--- config.mk ---
export PLATFORM = sky130hd
export DESIGN_NAME = adc_serial_readout_osr
export DESIGN_NICKNAME = d
export VERILOG_FILES = /design/src/adc_readout_pkg.sv /design/src/result_if.sv /design/src/result_buffer.sv /design/src/conv_core.sv /design/src/adc_serial_readout_osr.sv
export SDC_FILE = /design/constraint.sdc
export NUM_CORES = 1
export LEC_CHECK = 0
export BUFFER_PORTS_ARGS = -buffer_cell sky130_fd_sc_hd__buf_2
export CAP_MARGIN = 15
export CELL_PAD_IN_SITES_DETAIL_PLACEMENT = 2
export CELL_PAD_IN_SITES_GLOBAL_PLACEMENT = 2
export CORE_MARGIN = 4
export CORE_UTILIZATION = 43
export DETAILED_ROUTE_END_ITERATION = 10
export GPL_TIMING_DRIVEN = 0
export PLACE_DENSITY_LB_ADDON = 0.1
export SLEW_MARGIN = 20
export SYNTH_ARGS = -nofsm -noshare
export SYNTH_HDL_FRONTEND = slang
export SYNTH_HIERARCHICAL = 1
export SYNTH_SLANG_ARGS = --single-unit
--- constraint.sdc ---
create_clock -name ref_clk_i -period 7.7 [get_ports ref_clk_i]
set_input_delay 1.54 -clock ref_clk_i [delete_from_list [all_inputs] [get_ports ref_clk_i]]
set_output_delay 1.54 -clock ref_clk_i [all_outputs]
set_load 0.05 [all_outputs]
--- src/adc_readout_pkg.sv ---
// Shared constants and types for the serial result readout block
package adc_readout_pkg;
    // ------------------------------------------------------------------
    // Word and frame geometry
    // ------------------------------------------------------------------
    localparam int unsigned RESULT_W     = 14;
    localparam int unsigned WORD_W       = 16;
    localparam int unsigned CHAN_N       = 8;
    localparam int unsigned GROUP_N      = 4;
    localparam int unsigned CHAN_IDX_W   = 3;
    localparam int unsigned BIT_CNT_W    = 4;
    localparam int unsigned OSR_W        = 3;
    localparam logic [BIT_CNT_W-1:0] LAST_BIT = 4'hd;
    localparam logic [1:0]           PAD_ZERO = 2'h0;

    // ------------------------------------------------------------------
    // Conversion timing
    // ------------------------------------------------------------------
    localparam int unsigned CLK_MHZ        = 250;
    localparam int unsigned CONV_BASE_NS   = 4000;
    localparam int unsigned CONV_BASE_CYC  = (CONV_BASE_NS * CLK_MHZ + 999) / 1000;
    localparam int unsigned CONV_CNT_W     = 20;

    typedef logic [WORD_W-1:0] word_t;

    typedef enum logic [1:0] {
        CONV_IDLE,
        CONV_RUN,
        CONV_ACCUM
    } conv_state_e;
endpackage

--- src/result_if.sv ---
// Interface carrying converted words from the converter core to the readout
`timescale 1ns/1ns
interface result_if;
    import adc_readout_pkg::*;
    logic                valid;
    logic                ready;
    logic [CHAN_IDX_W-1:0] chan;
    word_t               word;
    logic                done;

    modport src (output valid, output chan, output word, output done, input ready);
    modport dst (input valid, input chan, input word, input done, output ready);
endinterface

--- src/result_buffer.sv ---
// Two-entry skid buffer between the converter core and the result registers
`timescale 1ns/1ns
module result_buffer
    import adc_readout_pkg::*;
(
    input  wire logic ref_clk_i,
    input  wire logic rst_i,
    result_if.dst     up,
    result_if.src     dn
);
    localparam int unsigned ENT_W = CHAN_IDX_W + WORD_W + 1;

    logic [ENT_W-1:0] mem_q [2];
    logic             wr_q;
    logic             rd_q;
    logic [1:0]       cnt_q;
    wire              push = up.valid && up.ready;
    wire              pop  = dn.valid && dn.ready;
    wire [ENT_W-1:0]  head = mem_q[rd_q];

    assign up.ready = (cnt_q != 2'h2);
    assign dn.valid = (cnt_q != 2'h0);
    assign dn.chan  = head[ENT_W-1 -: CHAN_IDX_W];
    assign dn.word  = head[WORD_W:1];
    assign dn.done  = head[0];

    always_ff @(posedge ref_clk_i) begin
        if (push) begin
            mem_q[wr_q] <= {up.chan, up.word, up.done};
        end
    end

    always_ff @(posedge ref_clk_i) begin
        if (rst_i) begin
            wr_q  <= 1'b0;
            rd_q  <= 1'b0;
            cnt_q <= 2'h0;
        end else begin
            if (push) wr_q <= ~wr_q;
            if (pop)  rd_q <= ~rd_q;
            cnt_q <= cnt_q + {1'b0, push} - {1'b0, pop};
        end
    end
endmodule // result_buffer

--- src/conv_core.sv ---
// Conversion sequencer with averaging filter feeding the result stream
`timescale 1ns/1ns
module conv_core
    import adc_readout_pkg::*;
(
    input  wire logic                ref_clk_i,
    input  wire logic                rst_i,
    input  wire logic                start_i,
    input  wire logic [OSR_W-1:0]    osr_i,
    input  wire logic [CHAN_N*RESULT_W-1:0] sample_i,
    output logic                     busy_o,
    result_if.src                    out
);
    // ------------------------------------------------------------------
    // Sequencer: 2^osr sample periods, then one word per channel
    // ------------------------------------------------------------------
    conv_state_e            state_q;
    logic [CONV_CNT_W-1:0]  tmr_q;
    logic [7:0]             pass_q;
    logic [CHAN_IDX_W-1:0]  ch_q;
    logic [RESULT_W+7-1:0]  acc_q [CHAN_N];

    wire [7:0] passes   = 8'h1 << osr_i;
    wire       tmr_done = (tmr_q == CONV_CNT_W'(CONV_BASE_CYC - 1));
    wire       last_ch  = (ch_q == CHAN_IDX_W'(CHAN_N - 1));
    wire [RESULT_W+7-1:0] avg = acc_q[ch_q] >> osr_i;

    assign busy_o    = (state_q != CONV_IDLE);
    assign out.valid = (state_q == CONV_ACCUM);
    assign out.chan  = ch_q;
    assign out.word  = {avg[RESULT_W-1:0], PAD_ZERO};
    assign out.done  = last_ch;

    always_ff @(posedge ref_clk_i) begin
        if (rst_i) begin
            state_q <= CONV_IDLE;
            tmr_q   <= '0;
            pass_q  <= 8'h0;
            ch_q    <= '0;
        end else begin
            case (state_q)
                CONV_IDLE: begin
                    tmr_q  <= '0;
                    pass_q <= 8'h0;
                    ch_q   <= '0;
                    if (start_i) state_q <= CONV_RUN;
                end
                CONV_RUN: begin
                    tmr_q <= tmr_q + 1'b1;
                    if (tmr_done) begin
                        tmr_q  <= '0;
                        pass_q <= pass_q + 8'h1;
                        if (pass_q + 8'h1 == passes) state_q <= CONV_ACCUM;
                    end
                end
                CONV_ACCUM: begin
                    if (out.ready) begin
                        ch_q <= ch_q + 1'b1;
                        if (last_ch) state_q <= CONV_IDLE;
                    end
                end
                default: state_q <= CONV_IDLE;
            endcase
        end
    end

    // Averaging filter: one accumulator per channel
    for (genvar c = 0; c < CHAN_N; c++) begin : g_acc
        always_ff @(posedge ref_clk_i) begin
            if (rst_i || (state_q == CONV_IDLE)) begin
                acc_q[c] <= '0;
            end else if (state_q == CONV_RUN && tmr_done) begin
                acc_q[c] <= acc_q[c] + {7'h0, sample_i[c*RESULT_W +: RESULT_W]};
            end
        end
    end
endmodule // conv_core

--- src/adc_serial_readout_osr.sv ---
// Serial readout of eight channel results with oversampling control
`timescale 1ns/1ns
module adc_serial_readout_osr
    import adc_readout_pkg::*;
(
    input  wire logic                         ref_clk_i,
    input  wire logic                         rst_i,
    input  wire logic                         cs_n_i,
    input  wire logic                         sclk_i,
    input  wire logic                         interface_select_pin_i,
    input  wire logic                         byte_select_pin_i,
    input  wire logic                         convert_start_group1_i,
    input  wire logic                         convert_start_group2_i,
    input  wire logic [adc_readout_pkg::OSR_W-1:0] oversampling_ratio_pins_i,
    input  wire logic [adc_readout_pkg::CHAN_N*adc_readout_pkg::RESULT_W-1:0] sample_i,
    output logic                              busy_o,
    output logic                              serial_out_primary_o,
    output logic                              serial_out_primary_oe_o,
    output logic                              serial_out_secondary_o,
    output logic                              serial_out_secondary_oe_o,
    output logic                              first_channel_flag_o,
    output logic                              first_channel_flag_oe_o
);
    import adc_readout_pkg::*;

    // ------------------------------------------------------------------
    // Pin synchronisers
    // ------------------------------------------------------------------
    logic [1:0] cs_s_q;
    logic [1:0] sclk_s_q;
    logic [1:0] sel_s_q;
    logic [1:0] byte_s_q;
    logic [1:0] cva_s_q;
    logic [1:0] cvb_s_q;
    logic [OSR_W-1:0] osr_s1_q;
    logic [OSR_W-1:0] osr_s2_q;
    logic       cs_n_q;
    logic       sclk_q;
    logic       cva_q;
    logic       cvb_q;
    logic       arm_a_q;
    logic       arm_b_q;

    always_ff @(posedge ref_clk_i) begin
        if (rst_i) begin
            cs_s_q   <= 2'h3;
            sclk_s_q <= 2'h0;
            sel_s_q  <= 2'h0;
            byte_s_q <= 2'h0;
            cva_s_q  <= 2'h0;
            cvb_s_q  <= 2'h0;
            osr_s1_q <= '0;
            osr_s2_q <= '0;
        end else begin
            cs_s_q   <= {cs_s_q[0], cs_n_i};
            sclk_s_q <= {sclk_s_q[0], sclk_i};
            sel_s_q  <= {sel_s_q[0], interface_select_pin_i};
            byte_s_q <= {byte_s_q[0], byte_select_pin_i};
            cva_s_q  <= {cva_s_q[0], convert_start_group1_i};
            cvb_s_q  <= {cvb_s_q[0], convert_start_group2_i};
            osr_s1_q <= oversampling_ratio_pins_i;
            osr_s2_q <= osr_s1_q;
        end
    end

    // Delayed copies of the synchronised levels, used for edge detection
    always_ff @(posedge ref_clk_i) begin
        if (rst_i) begin
            cs_n_q <= 1'b1;
            // Link clock idles low, so reset to that level to avoid a false edge
            sclk_q <= 1'b0;
            cva_q  <= 1'b0;
            cvb_q  <= 1'b0;
        end else begin
            cs_n_q <= cs_s_q[1];
            sclk_q <= sclk_s_q[1];
            cva_q  <= cva_s_q[1];
            cvb_q  <= cvb_s_q[1];
        end
    end

    wire cs_fall   = cs_n_q && !cs_s_q[1];
    wire cs_low    = !cs_s_q[1];
    wire sclk_fall = sclk_q && !sclk_s_q[1];
    wire cva_rise  = !cva_q && cva_s_q[1];
    wire cvb_rise  = !cvb_q && cvb_s_q[1];
    // Only the serial strap setting drives the lines; other modes stay released
    wire ser_mode  = sel_s_q[1] && !byte_s_q[1];

    // ------------------------------------------------------------------
    // Conversion start: both groups must be sampled before converting
    // ------------------------------------------------------------------
    logic             busy_w;
    logic             busy_q;
    logic [OSR_W-1:0] osr_q;
    wire arm_a_n = arm_a_q || cva_rise;
    wire arm_b_n = arm_b_q || cvb_rise;
    wire start   = arm_a_n && arm_b_n && !busy_w;
    wire busy_fall = busy_q && !busy_w;

    always_ff @(posedge ref_clk_i) begin
        if (rst_i || start) begin
            arm_a_q <= 1'b0;
            arm_b_q <= 1'b0;
        end else begin
            arm_a_q <= arm_a_n;
            arm_b_q <= arm_b_n;
        end
    end

    // Ratio for the next conversion is captured at the end of this one
    always_ff @(posedge ref_clk_i) begin
        if (rst_i) begin
            osr_q  <= '0;
            busy_q <= 1'b0;
        end else begin
            busy_q <= busy_w;
            if (busy_fall) osr_q <= osr_s2_q;
        end
    end

    // ------------------------------------------------------------------
    // Converter core and buffered result stream
    // ------------------------------------------------------------------
    result_if core_s ();
    result_if buf_s ();

    conv_core u_core (
        .ref_clk_i (ref_clk_i),
        .rst_i     (rst_i),
        .start_i   (start),
        .osr_i     (osr_q),
        .sample_i  (sample_i),
        .busy_o    (busy_w),
        .out       (core_s.src)
    );

    result_buffer u_buf (
        .ref_clk_i (ref_clk_i),
        .rst_i     (rst_i),
        .up        (core_s.dst),
        .dn        (buf_s.src)
    );

    // ------------------------------------------------------------------
    // Result registers: staged, then published together
    // ------------------------------------------------------------------
    word_t stage_q [CHAN_N];
    word_t res_q   [CHAN_N];
    logic  publish_q;

    // Staging always has room; the set only goes live after its last word lands
    assign buf_s.ready = 1'b1;

    always_ff @(posedge ref_clk_i) begin
        if (buf_s.valid && buf_s.ready) begin
            stage_q[buf_s.chan] <= buf_s.word;
        end
    end

    always_ff @(posedge ref_clk_i) begin
        if (rst_i) begin
            publish_q <= 1'b0;
        end else begin
            publish_q <= buf_s.valid && buf_s.ready && buf_s.done;
        end
    end

    // Results in flight stay staged while busy is high, so reads see the old set
    for (genvar c = 0; c < CHAN_N; c++) begin : g_res
        always_ff @(posedge ref_clk_i) begin
            if (rst_i) begin
                res_q[c] <= '0;
            end else if (publish_q) begin
                res_q[c] <= stage_q[c];
            end
        end
    end

    // ------------------------------------------------------------------
    // Serial shifter
    // ------------------------------------------------------------------
    logic [BIT_CNT_W-1:0]  bit_q;
    logic [CHAN_IDX_W-1:0] slot_q;
    logic                  oe_q;
    logic                  out_a_q;
    logic                  out_b_q;
    logic                  frst_q;

    wire last_bit = (bit_q == LAST_BIT);
    wire [BIT_CNT_W-1:0]  bit_n  = last_bit ? '0 : bit_q + 1'b1;
    wire [CHAN_IDX_W-1:0] slot_n = last_bit ? slot_q + 1'b1 : slot_q;
    wire [CHAN_IDX_W-1:0] slot_b = slot_n ^ CHAN_IDX_W'(GROUP_N);
    wire [3:0] bit_pos = 4'(WORD_W - 1) - bit_n;
    wire       bit_a   = res_q[slot_n][bit_pos];
    wire       bit_b   = res_q[slot_b][bit_pos];
    // Slot 0 carries channel one on primary and channel five on secondary
    wire       frst_n  = (slot_n == '0);
    wire [3:0] msb_pos = 4'(WORD_W - 1);

    always_ff @(posedge ref_clk_i) begin
        if (rst_i) begin
            bit_q   <= '0;
            slot_q  <= '0;
            oe_q    <= 1'b0;
            out_a_q <= 1'b0;
            out_b_q <= 1'b0;
            frst_q  <= 1'b0;
        end else if (!cs_low || !ser_mode) begin
            oe_q <= 1'b0;
        end else if (cs_fall) begin
            // Slot persists across frames while the bit count restarts, so per-channel framing resumes
            oe_q    <= 1'b1;
            bit_q   <= '0;
            out_a_q <= res_q[slot_q][msb_pos];
            out_b_q <= res_q[slot_q ^ CHAN_IDX_W'(GROUP_N)][msb_pos];
            frst_q  <= (slot_q == '0);
        end else if (sclk_fall) begin
            bit_q   <= bit_n;
            slot_q  <= slot_n;
            out_a_q <= bit_a;
            out_b_q <= bit_b;
            frst_q  <= frst_n;
        end
    end

    // ------------------------------------------------------------------
    // Output registers
    // ------------------------------------------------------------------
    always_ff @(posedge ref_clk_i) begin
        if (rst_i) begin
            busy_o                    <= 1'b0;
            serial_out_primary_o      <= 1'b0;
            serial_out_primary_oe_o   <= 1'b0;
            serial_out_secondary_o    <= 1'b0;
            serial_out_secondary_oe_o <= 1'b0;
            first_channel_flag_o      <= 1'b0;
            first_channel_flag_oe_o   <= 1'b0;
        end else begin
            busy_o                    <= busy_w;
            serial_out_primary_o      <= out_a_q;
            serial_out_primary_oe_o   <= oe_q;
            serial_out_secondary_o    <= out_b_q;
            serial_out_secondary_oe_o <= oe_q;
            first_channel_flag_o      <= frst_q;
            first_channel_flag_oe_o   <= oe_q;
        end
    end
endmodule // adc_serial_readout_osr

==> out/results.ini, run 1 <==
[status]
outcome = completed

[layout]
ff_latch_area_sq_um = 15700
multi_input_area_sq_um = 13600
drive_gt1_frac = 0.156
area_growth_pct = 14.0
fillCellCount = 6933
post-route-util = 0.497
nets = 2988
diodes = 0

[power]
p_leak_nw = 13.3
peakVddDrop_mv = 0.131
total_power_mw = 6.74
power_density_nw_per_um2 = 197

[sta]
maxSlewViolCount = 0
skew_ns = 0.0250
max_freq_mhz = 206
rsz0062_at_grt = false
setup_tns_ns = 0
worst_pin_slew_ns = 1.15
slew_headroom = 0.230
period_needed_ns = 4.86
finalHoldViolations = 0
finalSetupViolations = 0
min_period_over_period = 0.631

[routing]
drtAntennaViolNets = 0
first_iter_violations = 1483
drc = 0
drt_wl_total_um = 103000
vias_per_cell = 5.94
first_pass_iters = 5
via_count = 22100
post_drt_wl_per_cell_um = 27.8

[yosys]
synth.area.top_cells = edfxtp_1 46%, mux4_2 6.1%, dfxtp_1 5.9%
synth_compound_area_frac = 0.114
yosys.area_share.simple = 0.142
synth_top_family_by_area = simple AND/OR/NAND/NOR gates
ys_warn_count = 6
ys_types = 94
synth_edf_count = 464
async_reset_ff_frac = 0
synth_area_sq_um = 30000
ys_seq_area_frac = 0.522
synth_xor_area_frac = 0.0426
synthFlopType = edfxtp_1
synthMuxAreaShare = 0.0971
ys_ff_latch = 552
synth_top_area_frac = 0.464
syn_area_per_cell_sq_um = 11.9
synth-adder-area-share = 0.0557
yosys.area.top_type = edfxtp_1
synthCells = 2522

[clock_network]
clock_sinks = 552
cts_resized = 0
worstSkewPairLatency_ns = 0.61
postCtsSetupBuffers = 0
clockBufferDepth = 3
root_buffer = clkbuf_16
cts_buffers = 66
hold_buffers = 0
htree_levels = 3
cts_tree = done
clk_pin_slew_worst_paths_ns = 0.06

[min_path]
min_path_type = reg2reg
min_from = cs_s_q[0]$_SDFF_PP1_
holdPathStages = 1

[global_routing]
grt_pass1_vias = 24600
overflow = 0
antenna_found_initial = 0
grt_max_degree = 57
grt_pass1_wl_um = 156000
grt_use_total = 0.275

[die]
die-area_sq_um = 74200
start_util = 0.436
num_rows = 96
die_x_um = 272
core_sq_um = 68900
die_y_um = 272
io_pins = 130

[placement]
hpwl_um = 76100
portBuffers = 129
place_congestion = 0.901

[flow_run]
maxCapViolCount = 0

[critical_path]
slowest_stage = nand4_1
path_cells = buf_6, buf_2, inv_1, buf_2, ha_1, buf_2, nand4_1, o21ai_4, a21oi_1, o32a_1, a31oi_1, a31oi_1, a311o_1, o21ai_1
max_stage_delay_ns = 0.52
r2r_setup_slack_ns = 2.84
worstPathArrival_ns = 5.40
rr_worst_depth = 14
critPathMostFrequentCell = buf_2
critPathCapture = out_a_q$_SDFFE_PP0P_
timing.rr.end = out_a_q$_SDFFE_PP0P_
required_ns = 8.24
r2r_start = slot_q[0]$_SDFFE_PP0P_
end_kind = register
crit_start = slot_q[0]$_SDFFE_PP0P_
startpoint_type = register
worstSetupPathType = reg2reg
path_max_fanout = 10

==> registers in the layout, indices dropped and copies added (netlist names), 3 cells and up, named ones only <==
| register | cells |
|---|---|
| u_core/acc_q | 168 |
| res_q | 128 |
| stage_q | 128 |
| u_buf/mem_q | 40 |
| u_core/tmr_q | 20 |
| u_core/pass_q | 8 |
| bit_q | 4 |
| osr_q | 3 |
| osr_s1_q | 3 |
| osr_s2_q | 3 |
| slot_q | 3 |
| u_core/out.chan | 3 |
==> placed cells by master, fill, tap and decap left out, drive strengths merged, types with 90 or more instances in the layout <==
cell,synthesis,final
edfxtp,464,464
nor2,246,246
buf,58,199
a21oi,166,166
and2,157,157
clkbuf,62,141
nand2,135,135
ha,121,121
o21ai,97,97
a21o,90,90
==> per-layer routing <==
metal,part of all wire,GRT usage,up-vias
met5,0,0,-
met4,0.039,0.0979,0
met3,0.033,0.0301,188
met2,0.53,0.513,530
met1,0.40,0.328,11500
li1,-,-,9918
==> cell families after synthesis <==
| group | count (synthesis) |
|---|---|
| and+or+nand+nor | 833 |
| DFF | 552 |
| muxes | 173 |
| buffers and inverters | 161 |
| AOI/OAI and AO/OA | 528 |
| xor gates and xnor gates | 144 |
| other | 2 |
| adders and majority gates | 129 |
==> synthesized netlist by cell type, drive strengths merged (37+ instances only) <==
library cell / instances
a21o: 90
a21oi: 166
and2: 157
buf: 58
clkbuf: 62
dfxtp: 88
edfxtp: 464
ha: 121
inv: 41
mux2: 37
mux2i: 47
mux4: 89
nand2: 135
nand3: 56
nor2: 246
nor2b: 41
o21ai: 97
xnor2: 68
xor2: 76
==> cell type report <==
class / instances / area share
Timing Repair Buffer: 141 / 0.0256
Clock inverter: 39 / 0.00931
Sequential cell: 552 / 0.458
Inverter: 41 / 0.00449
Tap cell: 931 / 0.0340
Multi-Input combinational cell: 1814 / 0.398
Buffer: 120 / 0.0184
Clock buffer: 79 / 0.0515
==> worst max-delay path: cells and delay by family (launching register included) <==
kind | cells | cell delay (ns)
flip-flops | 1 | 0.40
adder cells (fa/ha/maj) | 1 | 0.44
buffers and inverters | 5 | 1.42
AND/OR/NAND/NOR | 1 | 0.52
AO/OA/AOI/OAI | 7 | 1.97
==> where the power goes <==
group          leakage (nW)  switching, mW  internal [mW]
logic                  6.65          0.215          0.150
clock network          1.02           1.32           1.75
registers              5.60         0.0408           3.26
==> worst min-delay path by stage <==
| stage | end | slack [ns] |
|---|---|---|
| 5_1_grt | cs_s_q[1]$_SDFF_PP1_ | 0.45 |
| 4_1_cts | cs_s_q[1]$_SDFF_PP1_ | 0.42 |
| 2_1_floorplan | cs_s_q[1]$_SDFF_PP1_ | 0.39 |
| 3_5_place_dp | cs_s_q[1]$_SDFF_PP1_ | 0.40 |
| 3_3_place_gp | cs_s_q[1]$_SDFF_PP1_ | 0.40 |
| 6_report | cs_s_q[1]$_SDFF_PP1_ | 0.41 |
==> metrics by stage <==
stage               hold WS (ns)  instances  area [sq um]  setup slack (ns)
detailed placement         0.404       3599         32200              2.92
global route               0.454       3717         34300              2.77
global placement           0.400       3587         31900             -1.55
floorplan                  0.389       2527         30100              1.29
CTS                        0.423       3717         34300              2.89
finish                     0.414       3717         34300              2.84
Power figures use the tool's default switching activity.
==> run 2: changes to the inputs <==
--- a/config.mk
+++ b/config.mk
@@ -10,7 +10,7 @@
 export CELL_PAD_IN_SITES_DETAIL_PLACEMENT = 2
 export CELL_PAD_IN_SITES_GLOBAL_PLACEMENT = 2
 export CORE_MARGIN = 4
-export CORE_UTILIZATION = 43
+export CORE_UTILIZATION = 39
 export DETAILED_ROUTE_END_ITERATION = 10
 export GPL_TIMING_DRIVEN = 0
 export PLACE_DENSITY_LB_ADDON = 0.1
==> constraint.sdc (replaced) <==
create_clock -name ref_clk_i -period 4.1 [get_ports ref_clk_i]
set_input_delay 0.82 -clock ref_clk_i [delete_from_list [all_inputs] [get_ports ref_clk_i]]
set_output_delay 0.82 -clock ref_clk_i [all_outputs]
set_load 0.05 [all_outputs]
==> out/results.ini, run 2 (same netlist as run 1, synthesis figures left out) <==
[routing]
routed.top_layer = met4  ; unchanged
m1WireLength_um = 40700  ; was 41200 um
wl_met3_um = 3430  ; was 3380 um
first_pass_iters = 5  ; unchanged
drc = 0  ; unchanged
post_drt_wl_per_cell_um = 26.3  ; was 27.8 um
via_count = 21800  ; was 22100
vias_per_cell = 5.70  ; was 5.94
drt_wl_total_um = 100000  ; was 103000 um
dr_wl_met2_um = 52600  ; was 54500 um
drtAntennaViolNets = 0  ; unchanged
first_iter_violations = 1250  ; was 1483

[clock_network]
clock_sinks = 552  ; unchanged
cts_tree = done  ; unchanged
hold_buffers = 0  ; unchanged
clockBufferDepth = 3  ; unchanged
worstSkewPairLatency_ns = 0.62  ; was 0.61 ns
htree_levels = 3  ; unchanged
cts_buffers = 67  ; was 66
root_buffer = clkbuf_16  ; unchanged
clk_pin_slew_worst_paths_ns = 0.06  ; about the same

[die]
die_y_um = 286  ; was 272 um
start_util = 0.394  ; was 0.436
io_pins = 130  ; unchanged
num_rows = 101  ; was 96
die-area_sq_um = 81600  ; was 74200 sq um
core_sq_um = 76200  ; was 68900 sq um
die_x_um = 286  ; was 272 um

[sta]
slew_headroom = 0.282  ; was 0.230
min_period_over_period = 0.975  ; was 0.631
setup_slack_ns = 0.102  ; was 2.84 ns
fin_hold_ws_ns = 0.400  ; was 0.414 ns
maxSlewViolCount = 0  ; unchanged
finalSetupViolations = 0  ; unchanged
finalHoldViolations = 0  ; unchanged
max_freq_mhz = 250  ; was 206 MHz
rsz0062_at_grt = true  ; was false
skew_ns = 0.0308  ; was 0.0250 ns
setup_tns_ns = 0  ; unchanged
period_needed_ns = 4.00  ; was 4.86 ns
worst_pin_slew_ns = 1.07  ; was 1.15 ns

[layout]
fillCellCount = 7666  ; was 6933
multi_input_area_sq_um = 13700  ; was 13600 sq um
diodes = 0  ; unchanged
mostFrequentLayoutCells = 464 x edfxtp_1, 239 x nor2_1, 165 x a21oi_1  ; was 464 x edfxtp_1, 239 x nor2_1, 166 x a21oi_1
reg_top3 = u_core/acc_q x168, res_q x128, stage_q x128  ; unchanged
drive_gt1_frac = 0.160  ; was 0.156
post-route-util = 0.454  ; was 0.497
ff_latch_area_sq_um = 15700  ; unchanged
largest_reg_flops = 168  ; unchanged
nets = 2990  ; was 2988
area_growth_pct = 15.2  ; was 14.0%
regMostFlops = u_core/acc_q  ; unchanged
mostFrequentLayoutCell = edfxtp_1  ; unchanged

[global_routing]
grt_pass1_wl_um = 151000  ; was 156000 um
overflow = 0  ; unchanged
grt_use_total = 0.242  ; was 0.275
grt_pass1_vias = 24200  ; was 24600
grt_max_degree = 52  ; was 57
antenna_found_initial = 1  ; was 0

[placement]
hpwl_um = 74500  ; was 76100 um
post-place-ws_ns = -0.664  ; was 2.92 ns
place_congestion = 0.906  ; was 0.901
portBuffers = 129  ; unchanged

[critical_path]
end_kind = register  ; unchanged
path_max_fanout = 10  ; unchanged
worstSetupPathType = reg2reg  ; unchanged
r2r_setup_slack_ns = 0.10  ; was 2.84 ns
worstPathArrival_ns = 4.47  ; was 5.40 ns
required_ns = 4.58  ; was 8.24 ns
startpoint_type = register  ; unchanged

[status]
outcome = completed  ; unchanged

[power]
p_leak_nw = 13.4  ; was 13.3 nW
power_density_nw_per_um2 = 378  ; was 197 nW/um^2
peakVddDrop_mv = 0.238  ; was 0.131 mV

[min_path]
min_path_type = in2reg  ; was reg2reg

[flow_run]
maxCapViolCount = 0  ; unchanged

[run 2: power breakdown]
| part | leakage [nW] | total (mW) | switching, mW | internal [mW] |
|---|---|---|---|---|
| clock network | 1.10 | 6.19 | 2.49 | 3.70 |
| registers | 5.60 | 6.20 | 0.0748 | 6.12 |
| logic | 6.67 | 0.678 | 0.398 | 0.280 |
| total | 13.4 | 13.1 | 2.96 | 10.1 |
[run 2: timing repair]
item,4_1_cts,5_1_grt
buffers inserted,2,0
endpoints found under the hold margin,0,0
gates resized for setup,9,6
setup endpoints to repair,2,2
pin swaps,2,0
[run 2: path summary, 6_finish.rpt]
| check | cells after the start | from | end |
|---|---|---|---|
| hold / removal | 2 | cs_n_i | cs_s_q[0]$_SDFF_PP1_ |
| setup / recovery | 14 | slot_q[0]$_SDFFE_PP0P_ | out_a_q$_SDFFE_PP0P_ |
| setup reg to reg | 14 | slot_q[0]$_SDFFE_PP0P_ | out_a_q$_SDFFE_PP0P_ |
| hold reg to reg | 1 | cs_s_q[0]$_SDFF_PP1_ | cs_s_q[1]$_SDFF_PP1_ |
[run 2: area by class of cell]
cell class                 count  area share
buffer                       120      0.0185
sequential                   552       0.453
inverter                      41     0.00445
timing repair buffer         142      0.0253
clock inverter                35      0.0121
tap                         1030      0.0372
clock buffer                  83      0.0532
multi-input combinational   1814       0.396
[run 2: metrics by stage]
step	instances	instance area [sq um]	power, mW
after floorplan	2527	30100	6.71
after global placement	3686	32000	6.94
after detailed placement	3697	32300	6.99
after CTS	3817	34600	13.2
after global routing	3817	34600	13.5
final	3817	34600	13.1
[run 2: worst max-delay path: stages (launching register included)]
cell and delay, ns:
dfxtp_1 0.34, buf_6 0.17, buf_4 0.22, inv_1 0.21, buf_2 0.38, ha_2 0.38
buf_4 0.22, and4_2 0.30, a21oi_4 0.29, o2111ai_1 0.21, a211oi_1 0.42, a31oi_2 0.15
a31oi_1 0.24, a311o_1 0.22, o21ai_1 0.09
[run 2: metal layers]
| metal | vias to the layer above | GRT usage |
|---|---|---|
| li1 | 9917 | - |
| met5 | - | 0 |
| met3 | 175 | 0.0296 |
| met4 | 0 | 0.0947 |
| met2 | 422 | 0.448 |
| met1 | 11200 | 0.286 |
